==> config.mk <==
export PLATFORM = sky130hd
export DESIGN_NAME = cbx_branch
export DESIGN_NICKNAME = d
export VERILOG_FILES = /design/src/design/cbx_pkg.sv /design/src/design/cbx_branch.sv /design/src/design/cbx_phase_gen.sv
export SDC_FILE = /design/constraint.sdc
export NUM_CORES = 1
export LEC_CHECK = 0
export BUFFER_PORTS_ARGS = -buffer_cell sky130_fd_sc_hd__buf_4
export CORE_ASPECT_RATIO = 0.7
export CORE_UTILIZATION = 60
export CTS_CLUSTER_DIAMETER = 80
export CTS_CLUSTER_SIZE = 30
export DETAILED_ROUTE_END_ITERATION = 7
export PLACE_DENSITY = 0.87
export SYNTH_ARGS = -nofsm -noshare
export SYNTH_HDL_FRONTEND = slang
export SYNTH_SLANG_ARGS = --single-unit
==> constraint.sdc <==
create_clock -name sys_clk -period 6.53 [get_ports sys_clk]
set_input_delay 0.3265 -clock sys_clk [delete_from_list [all_inputs] [get_ports sys_clk]]
set_output_delay 0.3265 -clock sys_clk [all_outputs]
set_load 0.01 [all_outputs]
==> src/design/cbx_pkg.sv <==
/*
 * package for the conditional branch executer: opcode patterns, phase
 * encoding, program counter width and reset values.
 * assumes a byte-addressed program memory with 16-bit instruction words.
 */
package cbx_pkg;
    // ------------------------------------------------------------
    // opcode high-byte patterns
    // ------------------------------------------------------------
    localparam logic [7:0] OP_BRANCH_ON_NEGATIVE = 8'he6;
    localparam logic [7:0] OP_BRANCH_ON_NO_CARRY = 8'he3;
    localparam logic [7:0] OP_BRANCH_ON_NOT_NEGATIVE = 8'he7;
    // ------------------------------------------------------------
    // sizes and counts
    // ------------------------------------------------------------
    localparam int PC_WIDTH = 21; // program counter width in bits
    localparam int WORD_BYTES = 2; // one instruction word, in bytes
    localparam int TAKEN_CYCLES = 2; // instruction cycles when taken
    localparam int NOT_TAKEN_CYCLES = 1; // instruction cycles otherwise
    localparam logic [20:0] PC_RESET = 21'h00_0000; // program counter reset
    // ------------------------------------------------------------
    // quarter phases of one instruction cycle
    // ------------------------------------------------------------
    typedef enum logic [1:0] {
        CBX_Q1 = 2'b00,
        CBX_Q2 = 2'b01,
        CBX_Q3 = 2'b10,
        CBX_Q4 = 2'b11
    } cbx_phase_t;
    // execution state of the branch unit
    typedef enum logic [1:0] {
        CBX_FETCH = 2'b00, // decoding a fresh word
        CBX_FLUSH = 2'b01 // second, empty cycle of a taken branch
    } cbx_state_t;
endpackage : cbx_pkg

==> src/design/cbx_branch.sv <==
/*
 * conditional branch executer of an 8-bit core: decodes three
 * flag-tested relative branches and steps the program counter.
 * assumes the instruction word is held stable by the fetch logic for a
 * whole instruction cycle and that the flags come from the same clock.
 */
// How it works
// - high byte e6: branch when negative set
// - high byte e3: branch when carry clear
// - high byte e7: branch when negative clear
// - target is incremented counter plus doubled offset
// - one word; one cycle, two if taken
// - taken: pc loads q4, then empty cycle
// - not taken: counter ends at address plus two
`timescale 1ns/1ps
module cbx_branch #(
    parameter int PCW = cbx_pkg::PC_WIDTH // program counter width
) (
    // clock and reset
    input wire logic sys_clk,
    input wire logic sys_rst,
    // instruction and flags from the core
    input wire logic [15:0] instr_word,
    input wire logic flag_negative,
    input wire logic flag_carry,
    // program counter and status
    output logic [PCW-1:0] program_counter,
    output logic branch_taken,
    output logic flush_cycle,
    output logic negative_out,
    output logic carry_out
);
    // ------------------------------------------------------------
    // phase generation
    // ------------------------------------------------------------
    cbx_pkg::cbx_phase_t phase; // current quarter
    logic cycle_end; // high in q4
    cbx_pkg::cbx_state_t state; // fetch or flush
    logic [7:0] offset_lit; // literal latched in q2
    logic cond_true; // condition evaluated in q3
    logic [PCW-1:0] target; // computed in q3

    // one shared counter, so every process agrees on the quarter
    cbx_phase_gen u_phase (
        .sys_clk(sys_clk),
        .sys_rst(sys_rst),
        .phase(phase),
        .cycle_end(cycle_end)
    );

    // ------------------------------------------------------------
    // decode function
    // ------------------------------------------------------------
    // returns 1 if the word is one of ours and its condition holds
    function automatic logic cond_met(input logic [7:0] hi,
                                      input logic n, input logic c);
        case (hi)
            cbx_pkg::OP_BRANCH_ON_NEGATIVE: cond_met = n;
            cbx_pkg::OP_BRANCH_ON_NO_CARRY: cond_met = ~c;
            cbx_pkg::OP_BRANCH_ON_NOT_NEGATIVE: cond_met = ~n;
            default: cond_met = 1'b0;
        endcase
    endfunction : cond_met

    // ------------------------------------------------------------
    // q2: latch literal
    // ------------------------------------------------------------
    always_ff @(posedge sys_clk or posedge sys_rst) begin
        if (sys_rst) begin
            offset_lit <= 8'h00;
        end else if (phase == cbx_pkg::CBX_Q2 &&
                     state == cbx_pkg::CBX_FETCH) begin
            offset_lit <= instr_word[7:0];
        end
    end

    // ------------------------------------------------------------
    // q3: evaluate condition and target
    // ------------------------------------------------------------
    // pc already points past this word here, so target = pc + 2n
    // the literal was latched one quarter earlier, so it is settled here
    always_ff @(posedge sys_clk or posedge sys_rst) begin
        if (sys_rst) begin
            cond_true <= 1'b0;
            target <= '0;
        end else if (phase == cbx_pkg::CBX_Q3 &&
                     state == cbx_pkg::CBX_FETCH) begin
            cond_true <= cond_met(instr_word[15:8], flag_negative,
                                  flag_carry);
            // sign extend then double
            target <= program_counter +
                      PCW'({{(PCW-9){offset_lit[7]}}, offset_lit, 1'b0});
        end
    end

    // ------------------------------------------------------------
    // program counter and state; pc bumped in q1, branch and state change at end of q4
    // ------------------------------------------------------------
    // the counter is bumped in q1 of a fetch cycle, modelling fetch of
    // the next word; a taken branch overwrites it in q4
    always_ff @(posedge sys_clk or posedge sys_rst) begin
        if (sys_rst) begin
            program_counter <= cbx_pkg::PC_RESET[PCW-1:0];
            state <= cbx_pkg::CBX_FETCH;
            branch_taken <= 1'b0;
            flush_cycle <= 1'b0;
        end else begin
            case (state)
                cbx_pkg::CBX_FETCH: begin
                    if (phase == cbx_pkg::CBX_Q1) begin
                        // one word per branch
                        program_counter <= program_counter +
                            PCW'(cbx_pkg::WORD_BYTES);
                        branch_taken <= 1'b0;
                    end else if (cycle_end && cond_true) begin
                        program_counter <= target;
                        branch_taken <= 1'b1;
                        state <= cbx_pkg::CBX_FLUSH;
                        flush_cycle <= 1'b1;
                    end
                end
                cbx_pkg::CBX_FLUSH: begin
                    // no operation in any quarter
                    branch_taken <= 1'b0;
                    if (cycle_end) begin
                        state <= cbx_pkg::CBX_FETCH;
                        flush_cycle <= 1'b0;
                    end
                end
                default: begin
                    // only reached from a corrupted state register
                    state <= cbx_pkg::CBX_FETCH;
                    flush_cycle <= 1'b0;
                end
            endcase
        end
    end

    // ------------------------------------------------------------
    // flags pass through unchanged
    // ------------------------------------------------------------
    // the branch unit never writes status; it only registers the copy
    // a register here keeps every top output on a flip-flop
    always_ff @(posedge sys_clk or posedge sys_rst) begin
        if (sys_rst) begin
            negative_out <= 1'b0;
            carry_out <= 1'b0;
        end else begin
            negative_out <= flag_negative;
            carry_out <= flag_carry;
        end
    end

    // ------------------------------------------------------------
    // assertions
    // ------------------------------------------------------------
    // the flag copy lags by one edge, so the edge right after a reset
    // release still shows the reset value and is left out
    AST_FLAGS_KEPT: assert property (
        @(posedge sys_clk) disable iff (sys_rst)
        !$past(sys_rst) |->
        negative_out == $past(flag_negative) &&
        carry_out == $past(flag_carry))
        else $error("flag copy altered");
    AST_TAKEN_FLUSH: assert property (
        @(posedge sys_clk) disable iff (sys_rst)
        $rose(flush_cycle) |-> flush_cycle [*4] ##1 !flush_cycle)
        else $error("flush cycle not four quarters");
    AST_FLUSH_PC_HOLD: assert property (
        @(posedge sys_clk) disable iff (sys_rst)
        (state == cbx_pkg::CBX_FLUSH && !cycle_end) |=>
        $stable(program_counter))
        else $error("pc moved in flush cycle");
    AST_TAKEN_IN_Q4: assert property (
        @(posedge sys_clk) disable iff (sys_rst)
        $rose(branch_taken) |-> $past(phase) == cbx_pkg::CBX_Q4)
        else $error("branch taken outside q4");
    AST_TAKEN_PULSE: assert property (
        @(posedge sys_clk) disable iff (sys_rst)
        branch_taken |=> !branch_taken)
        else $error("taken pulse longer than one quarter");
    AST_FLUSH_NO_LATCH: assert property (
        @(posedge sys_clk) disable iff (sys_rst)
        (state == cbx_pkg::CBX_FLUSH) |=> $stable(offset_lit))
        else $error("literal latched in flush cycle");
    AST_NEG_TAKE: assert property (
        @(posedge sys_clk) disable iff (sys_rst)
        (phase == cbx_pkg::CBX_Q3 && state == cbx_pkg::CBX_FETCH &&
         instr_word[15:8] == cbx_pkg::OP_BRANCH_ON_NEGATIVE) |=>
        cond_true == $past(flag_negative))
        else $error("negative branch condition wrong");
    AST_NC_TAKE: assert property (
        @(posedge sys_clk) disable iff (sys_rst)
        (phase == cbx_pkg::CBX_Q3 && state == cbx_pkg::CBX_FETCH &&
         instr_word[15:8] == cbx_pkg::OP_BRANCH_ON_NO_CARRY) |=>
        cond_true == !$past(flag_carry))
        else $error("no-carry branch condition wrong");
    AST_NN_TAKE: assert property (
        @(posedge sys_clk) disable iff (sys_rst)
        (phase == cbx_pkg::CBX_Q3 && state == cbx_pkg::CBX_FETCH &&
         instr_word[15:8] == cbx_pkg::OP_BRANCH_ON_NOT_NEGATIVE) |=>
        cond_true == !$past(flag_negative))
        else $error("not-negative branch condition wrong");
    AST_TARGET: assert property (
        @(posedge sys_clk) disable iff (sys_rst)
        $rose(branch_taken) |-> program_counter == $past(target))
        else $error("branch target not loaded");
    AST_NOT_TAKEN_PC: assert property (
        @(posedge sys_clk) disable iff (sys_rst)
        (phase == cbx_pkg::CBX_Q1 && state == cbx_pkg::CBX_FETCH) |=>
        program_counter == $past(program_counter) + PCW'(2))
        else $error("pc not advanced by one word");
    AST_NOT_TAKEN_STAY: assert property (
        @(posedge sys_clk) disable iff (sys_rst)
        (cycle_end && state == cbx_pkg::CBX_FETCH && !cond_true) |=>
        $stable(program_counter))
        else $error("pc moved at q4 of a branch not taken");
    // main scenarios: taken, not taken, backward jump, end of flush
    COV_TAKEN: cover property (@(posedge sys_clk) $rose(branch_taken));
    COV_FLUSH_DONE: cover property (@(posedge sys_clk) $fell(flush_cycle));
    COV_NOT_TAKEN: cover property (@(posedge sys_clk)
        cycle_end && state == cbx_pkg::CBX_FETCH && !cond_true &&
        instr_word[15:8] == cbx_pkg::OP_BRANCH_ON_NO_CARRY);
    COV_BACKWARD: cover property (@(posedge sys_clk)
        $rose(branch_taken) && offset_lit[7]);
endmodule : cbx_branch

==> src/design/cbx_phase_gen.sv <==
/*
 * quarter-phase generator: splits each instruction cycle into four
 * sys_clk periods and flags the last one.
 * assumes sys_clk is the quarter-phase clock of the core.
 */
`timescale 1ns/1ps
module cbx_phase_gen (
    // clock and reset
    input wire logic sys_clk,
    input wire logic sys_rst,
    // phase outputs
    output cbx_pkg::cbx_phase_t phase,
    output logic cycle_end
);
    // ------------------------------------------------------------
    // phase counter
    // ------------------------------------------------------------
    // free-running, wraps q4 -> q1
    always_ff @(posedge sys_clk or posedge sys_rst) begin
        if (sys_rst) begin
            phase <= cbx_pkg::CBX_Q1;
        end else begin
            phase <= cbx_pkg::cbx_phase_t'(phase + 2'b01);
        end
    end
    // combinational end-of-cycle flag, true during q4
    assign cycle_end = (phase == cbx_pkg::CBX_Q4);
endmodule : cbx_phase_gen

# After elaboration in Yosys (flattened, before gate mapping)
# Cells that the tools add are included.
dict set report word_totals {
  out_inout_bits 25
  ff_bits 59
  elab_cells 49
  input_bits 20
}
dict set report op_classes {
  mux 13
  bitwise_logic 2
  n_eq_ne 11
  add_sub_neg 3
  reduce_logical 10
}
# cell n
set op_table {}
lappend op_table {{2-to-1 mux 21 bit} 2}
lappend op_table {{equality test 8 bit, second input constant} 3}
lappend op_table {{adder 21 x 2 -> 21 bit, second input constant} 1}
lappend op_table {{adder 21 bit} 1}
lappend op_table {{2-to-1 mux 2 bit} 3}
lappend op_table {{equality test 2 x 1 -> 1 bit, second input constant} 2}
lappend op_table {{equality test 2 bit, second input constant} 2}
lappend op_table {{logical NOT 2 bit} 2}
lappend op_table {{2-to-1 mux 1 bit} 4}
lappend op_table {{!= test 2 bit, second input constant} 2}
lappend op_table {{case mux 1 bit (2 select lines)} 2}
lappend op_table {{case mux 2 bit (2 select lines)} 1}
lappend op_table {{AND reduction 2 bit} 2}
lappend op_table {{nonzero test 2 bit} 2}
lappend op_table {{logical AND 1 bit} 3}
lappend op_table {{!= test 3 x 1 -> 1 bit, second input constant} 1}
lappend op_table {{case mux 1 bit (3 select lines)} 1}
lappend op_table {{AND reduction 3 bit} 1}
lappend op_table {{adder 2 x 1 -> 2 bit, second input constant} 1}
lappend op_table {{!= test 2 x 1 -> 1 bit, second input constant} 1}
lappend op_table {{NOT 1 bit} 2}

# Depth between registers and ports, before layout
dict set report logic_depth {
  word_depth 5
  ltp_mapped 9
}

# Modules after synthesis
# A second synthesis with hierarchy kept.
dict set report hier_totals {
  hier_cells 384
  area_unflattened_um2 3450.8
}
# mod area_per_inst_um2 n_inst seq_area_each_um2 cells_each
set by_module_without_submodules {}
lappend by_module_without_submodules {cbx_branch 3380.7 1 1376.3 379}
lappend by_module_without_submodules {cbx_phase_gen 70.1 1 50.0 5}

# Worst setup path after synthesis
# Ideal clock, no wire load.
dict set report synth_timing {
  path_type {register -> register}
  from {register program_counter[1]}
  to {register target[17]}
  setup_slack_ps 4247
  arrival_time_ps 2134
  path_buffers 0
  stages_incl_launch_ff 9
  path_cell_list {dfrtp_1 ha_1 fa_1 a21o_1 a22o_1 o31ai_2 nor4_1 mux2i_1 o311ai_0}
}
dict set report synth_via {
  elab_chain_len 1
}
# element line
set synth_rtl {}
lappend synth_rtl {{from (decl)} cbx_branch.sv:27} ;# output logic [PCW-1:0] program_counter,
lappend synth_rtl {{from (signal assigned)} cbx_branch.sv:103} ;# program_counter <= cbx_pkg::PC_RESET[PCW-1:0];
lappend synth_rtl {{from (signal assigned)} cbx_branch.sv:112} ;# program_counter <= program_counter +
lappend synth_rtl {{from (signal assigned)} cbx_branch.sv:116} ;# program_counter <= target;
lappend synth_rtl {{adder 21 bit} cbx_branch.sv:91} ;# target <= program_counter +
lappend synth_rtl {{to (signal assigned)} cbx_branch.sv:91}
lappend synth_rtl {{to (decl)} cbx_branch.sv:41} ;# logic [PCW-1:0] target;
# Every way passes these cells.
# A chain may end at the register's enable or synchronous reset.

# Worst setup path in the final report
dict set report layout_timing {
  from {register offset_lit[7]}
  to {register target[18]}
}
dict set report layout_via {
  elab_chain_len 1
}
# element line
set layout_rtl {}
lappend layout_rtl {{from (decl)} cbx_branch.sv:39} ;# logic [7:0] offset_lit;
lappend layout_rtl {{from (signal assigned)} cbx_branch.sv:73} ;# offset_lit <= instr_word[7:0];
lappend layout_rtl {{adder 21 bit} cbx_branch.sv:91}
# Every way passes these cells.

==> results by group <==
Critical path
  • Critical Path Fanout Max: 14
  • Critical Path RT: just under 7000 ps
  • CP Class: flip-flop to flip-flop
  • Crit start category: flip-flop
  • CP Capture Type: flip-flop
  • Worst reg-to-reg path cell count: 7
  • Worst r2r dst: target[18]
  • Crit path arrival time: 2800 ps
  • Worst r2r src: offset_lit[7]
  • Internal reg-to-reg setup slack: 3960 ps

Yosys
  • Post-synth EDFFs: 0
  • Yosys top cell by area: dfrtp_1
  • Synth Area in Compound Gates: 22.3%
  • Adder-cell share of the synthesized area: 8.97%
  • Largest cells by area after synthesis: dfrtp_1, ha_1, nand2_1
  • Post-synthesis async set-or-reset flop share: between 90% and 100%
  • Post-Synth Simple-Gate Area: approximately 19%
  • Most used DFF post-synth: dfrtp_1
  • Avg Cell Area, Syn: between 8 and 9 um2
  • Most common cell in the synthesized netlist: nand2_1
  • Post-Syn Nets: approximately 450
  • Post-synth top cells: nand2_1, dfrtp_1, a21oi_1
  • Combinational family with the most area after synthesis: compound AO/OA/AOI/OAI gates
  • Post-synthesis xor/xnor area fraction: between 2 and 3%
  • Post-synthesis mux area share: 3.96%
  • Ys Warns: 0
  • Register area share after synthesis: around 40%
  • Yosys cell types: 54
  • Synth Instances: slightly above 400
  • Share of the synthesized area in the top cell type: approximately two fifths
  • Flops & latches, synth: 57
  • Synth Cell Area: roughly 0.0036 mm2

Layout
  • Synthesis-to-layout area growth: 16.3%
  • Inserted Diodes: 0
  • Layout cell share with drive strength beyond 1: between 15 and 20%
  • Fin area: slightly above 0.004 mm2
  • Core Util, Final: between 70% and 80%
  • Nets: just under 500
  • Non-Filler Instances: between 500 and 600

STA
  • Final period utilization: 39.4%
  • Rel. slew slack: 29.8%
  • Max Slew Vio Count: 0
  • Final worst setup slack: 3960 ps
  • Setup Viol. Count Final: 0
  • Max Clock Freq: between 300 and 400 MHz
  • Period minus WS final: between 2000 and 3000 ps
  • Fin Hold WS: 95.1 ps
  • Clock skew: between 9 and 10 ps
  • Setup TNS: 0 ps
  • Unrepaired setup endpoints after global routing: false
  • Worst Max-Slew Pin Slew: ~1100 ps
  • Hold Vio Cnt, Final: 0

Drt
  • Vias/cell: 6.29
  • Routed via count: roughly 3,300
  • DRT iter0 DRCs: 212
  • Routed Antenna Nets: 0
  • Drt first pass iters: 5
  • Final wirelength: ~9100 um
  • Wire per inst: 17.2 um
  • DR DRC count: 0

Pwr
  • Static leakage: between 1.5 and 2 nW
  • P per Cell Area: 275 mW/mm2
  • PnR Total Power: ~1.1 mW
  • IR drop worst, VDD: between 0.2 and 0.25 mV

CTS
  • Worst-Skew Late Latency: approximately 340 ps
  • CTS tree: done
  • Clock slew at reported path FFs: roughly 70 ps
  • CTS root buf: clkbuf_8
  • CTS buffer count: 9
  • CTS HTree Levels: 3
  • Clock sinks: 57
  • CTS max path bufs: 2

GRT
  • Grt met1 use: 42.2%
  • Number of antenna violations at the first check in global routing: 0
  • M2 GR Usage: between 40% and 50%
  • Largest net degree at the start of global routing: 58
  • Tot GR Track Use: about a third
  • Global routing usage on met3: between 7 and 8%
  • Overflow after GRT: 0
  • Vias in the first global route: around 3,100
  • Global-route wire length before repair: between 10,000 and 15,000 um
  • GRT busiest layer: met2

Floorplanning
  • CORE AREA: between 0.005 and 0.006 mm2
  • Die Area: between 0.006 and 0.007 mm2
  • Starting Density: approximately 62%
  • Die Y-Extent: about 67 um
  • Die X-Extent: between 90 and 100 um
  • Num ports: between 40 and 50
  • # rows: 23

Placed design
  • Port Buffers: 44
  • RePlAce Congestion: around 0.87
  • DP HPWL: 6190 um
  • Pre-CTS setup slack: 4030 ps
  • Cell Area, Placed: about 0.004 mm2
  • Placed cell count: 510

Outcome
  • Status: finished clean

Hold path
  • Worst min path class: input port to flip-flop
  • Hold depth: 1
  • Worst hold endpoint: carry_out
  • Hold path start: flag_carry

Flow run
  • Max-cap violations: 0
-- cells by family after synthesis --
logic type,after synthesis
AOI/OAI and AO/OA,128
DFF,57
buffers and inverters,28
muxes,13
xor gates and xnor gates,11
adders and majority gates,25
and+or+nand+nor,146
-- layout make-up --
type	count	area, um2
well taps	75	93.8
repair buffers	49	370
inverters	7	26.3
clock buffers	12	155
fillers	445	1580
flip-flops and latches	57	1430
clock inverters	3	40.0
multi-input cells	323	2040
-- cells in the final DEF, fill, tap and decap left out, types with 3 or more instances in the layout --
master / count
or2_2: 3
ha_1: 24
a21o_1: 4
clkbuf_8: 11
buf_4: 48
o21a_1: 4
o21ai_0: 33
nand4_1: 9
xnor2_1: 5
nor3_1: 8
a211oi_1: 3
a2bb2oi_1: 7
mux2_2: 9
nor2b_1: 5
nand2_1: 67
o22ai_1: 8
inv_1: 6
nand3_1: 14
nor2_1: 18
dfrtp_1: 57
and3_1: 6
xor2_1: 6
a21oi_1: 45
mux2i_1: 4
nand2b_1: 3
-- registers in the layout, summed over array words and instances, names as in the netlist --
name             count
branch_taken         1
carry_out            1
cond_true            1
flush_cycle          1
negative_out         1
offset_lit           8
program_counter     21
target              21
u_phase.phase        2
-- routing by layer --
| metal | wire length, um | up-vias |
|---|---|---|
| met3 | 759 | 17 |
| met4 | 153 | 0 |
| met2 | 4110 | 152 |
| met5 | 0 | - |
| li1 | - | 1572 |
| met1 | 4030 | 1570 |
-- timing repair --
item                                    4_1_cts  5_1_grt
setup buffers                                 0        0
hold endpoints to repair                     13        0
hold buffers                                  1        0
endpoints found under the setup margin        0        0
gates resized for setup                       0        0
-- how the worst max path moves through the flow --
stage / start / to / slack, ps / cells after the start
after global routing: program_counter[1] / target[15] / 3810 / 8
after detailed placement: offset_lit[7] / target[18] / 4030 / 7
after floorplan: program_counter[1] / target[17] / 4250 / 8
final: offset_lit[7] / target[18] / 3960 / 7
after CTS: program_counter[1] / target[15] / 4010 / 8
after global placement: program_counter[1] / target[15] / 4140 / 8
-- report_power, final --
| part | switching (mW) | internal, mW | leakage (nW) | total, mW |
|---|---|---|---|---|
| Combinational | 0.182 | 0.148 | 1.06 | 0.330 |
| Sequential | 0.0643 | 0.413 | 0.703 | 0.478 |
| Clock | 0.141 | 0.194 | 0.102 | 0.335 |
| Total | 0.387 | 0.755 | 1.86 | 1.14 |
-- critical path, stage by stage (launching register included) --
cell,delay (ps)
dfrtp_1,690
ha_1,420
a21oi_2,280
nor2_1,70
a211oi_1,170
o21ai_0,200
or2_2,350
a211o_1,270
No activity file was read; power rests on OpenSTA's default activity.
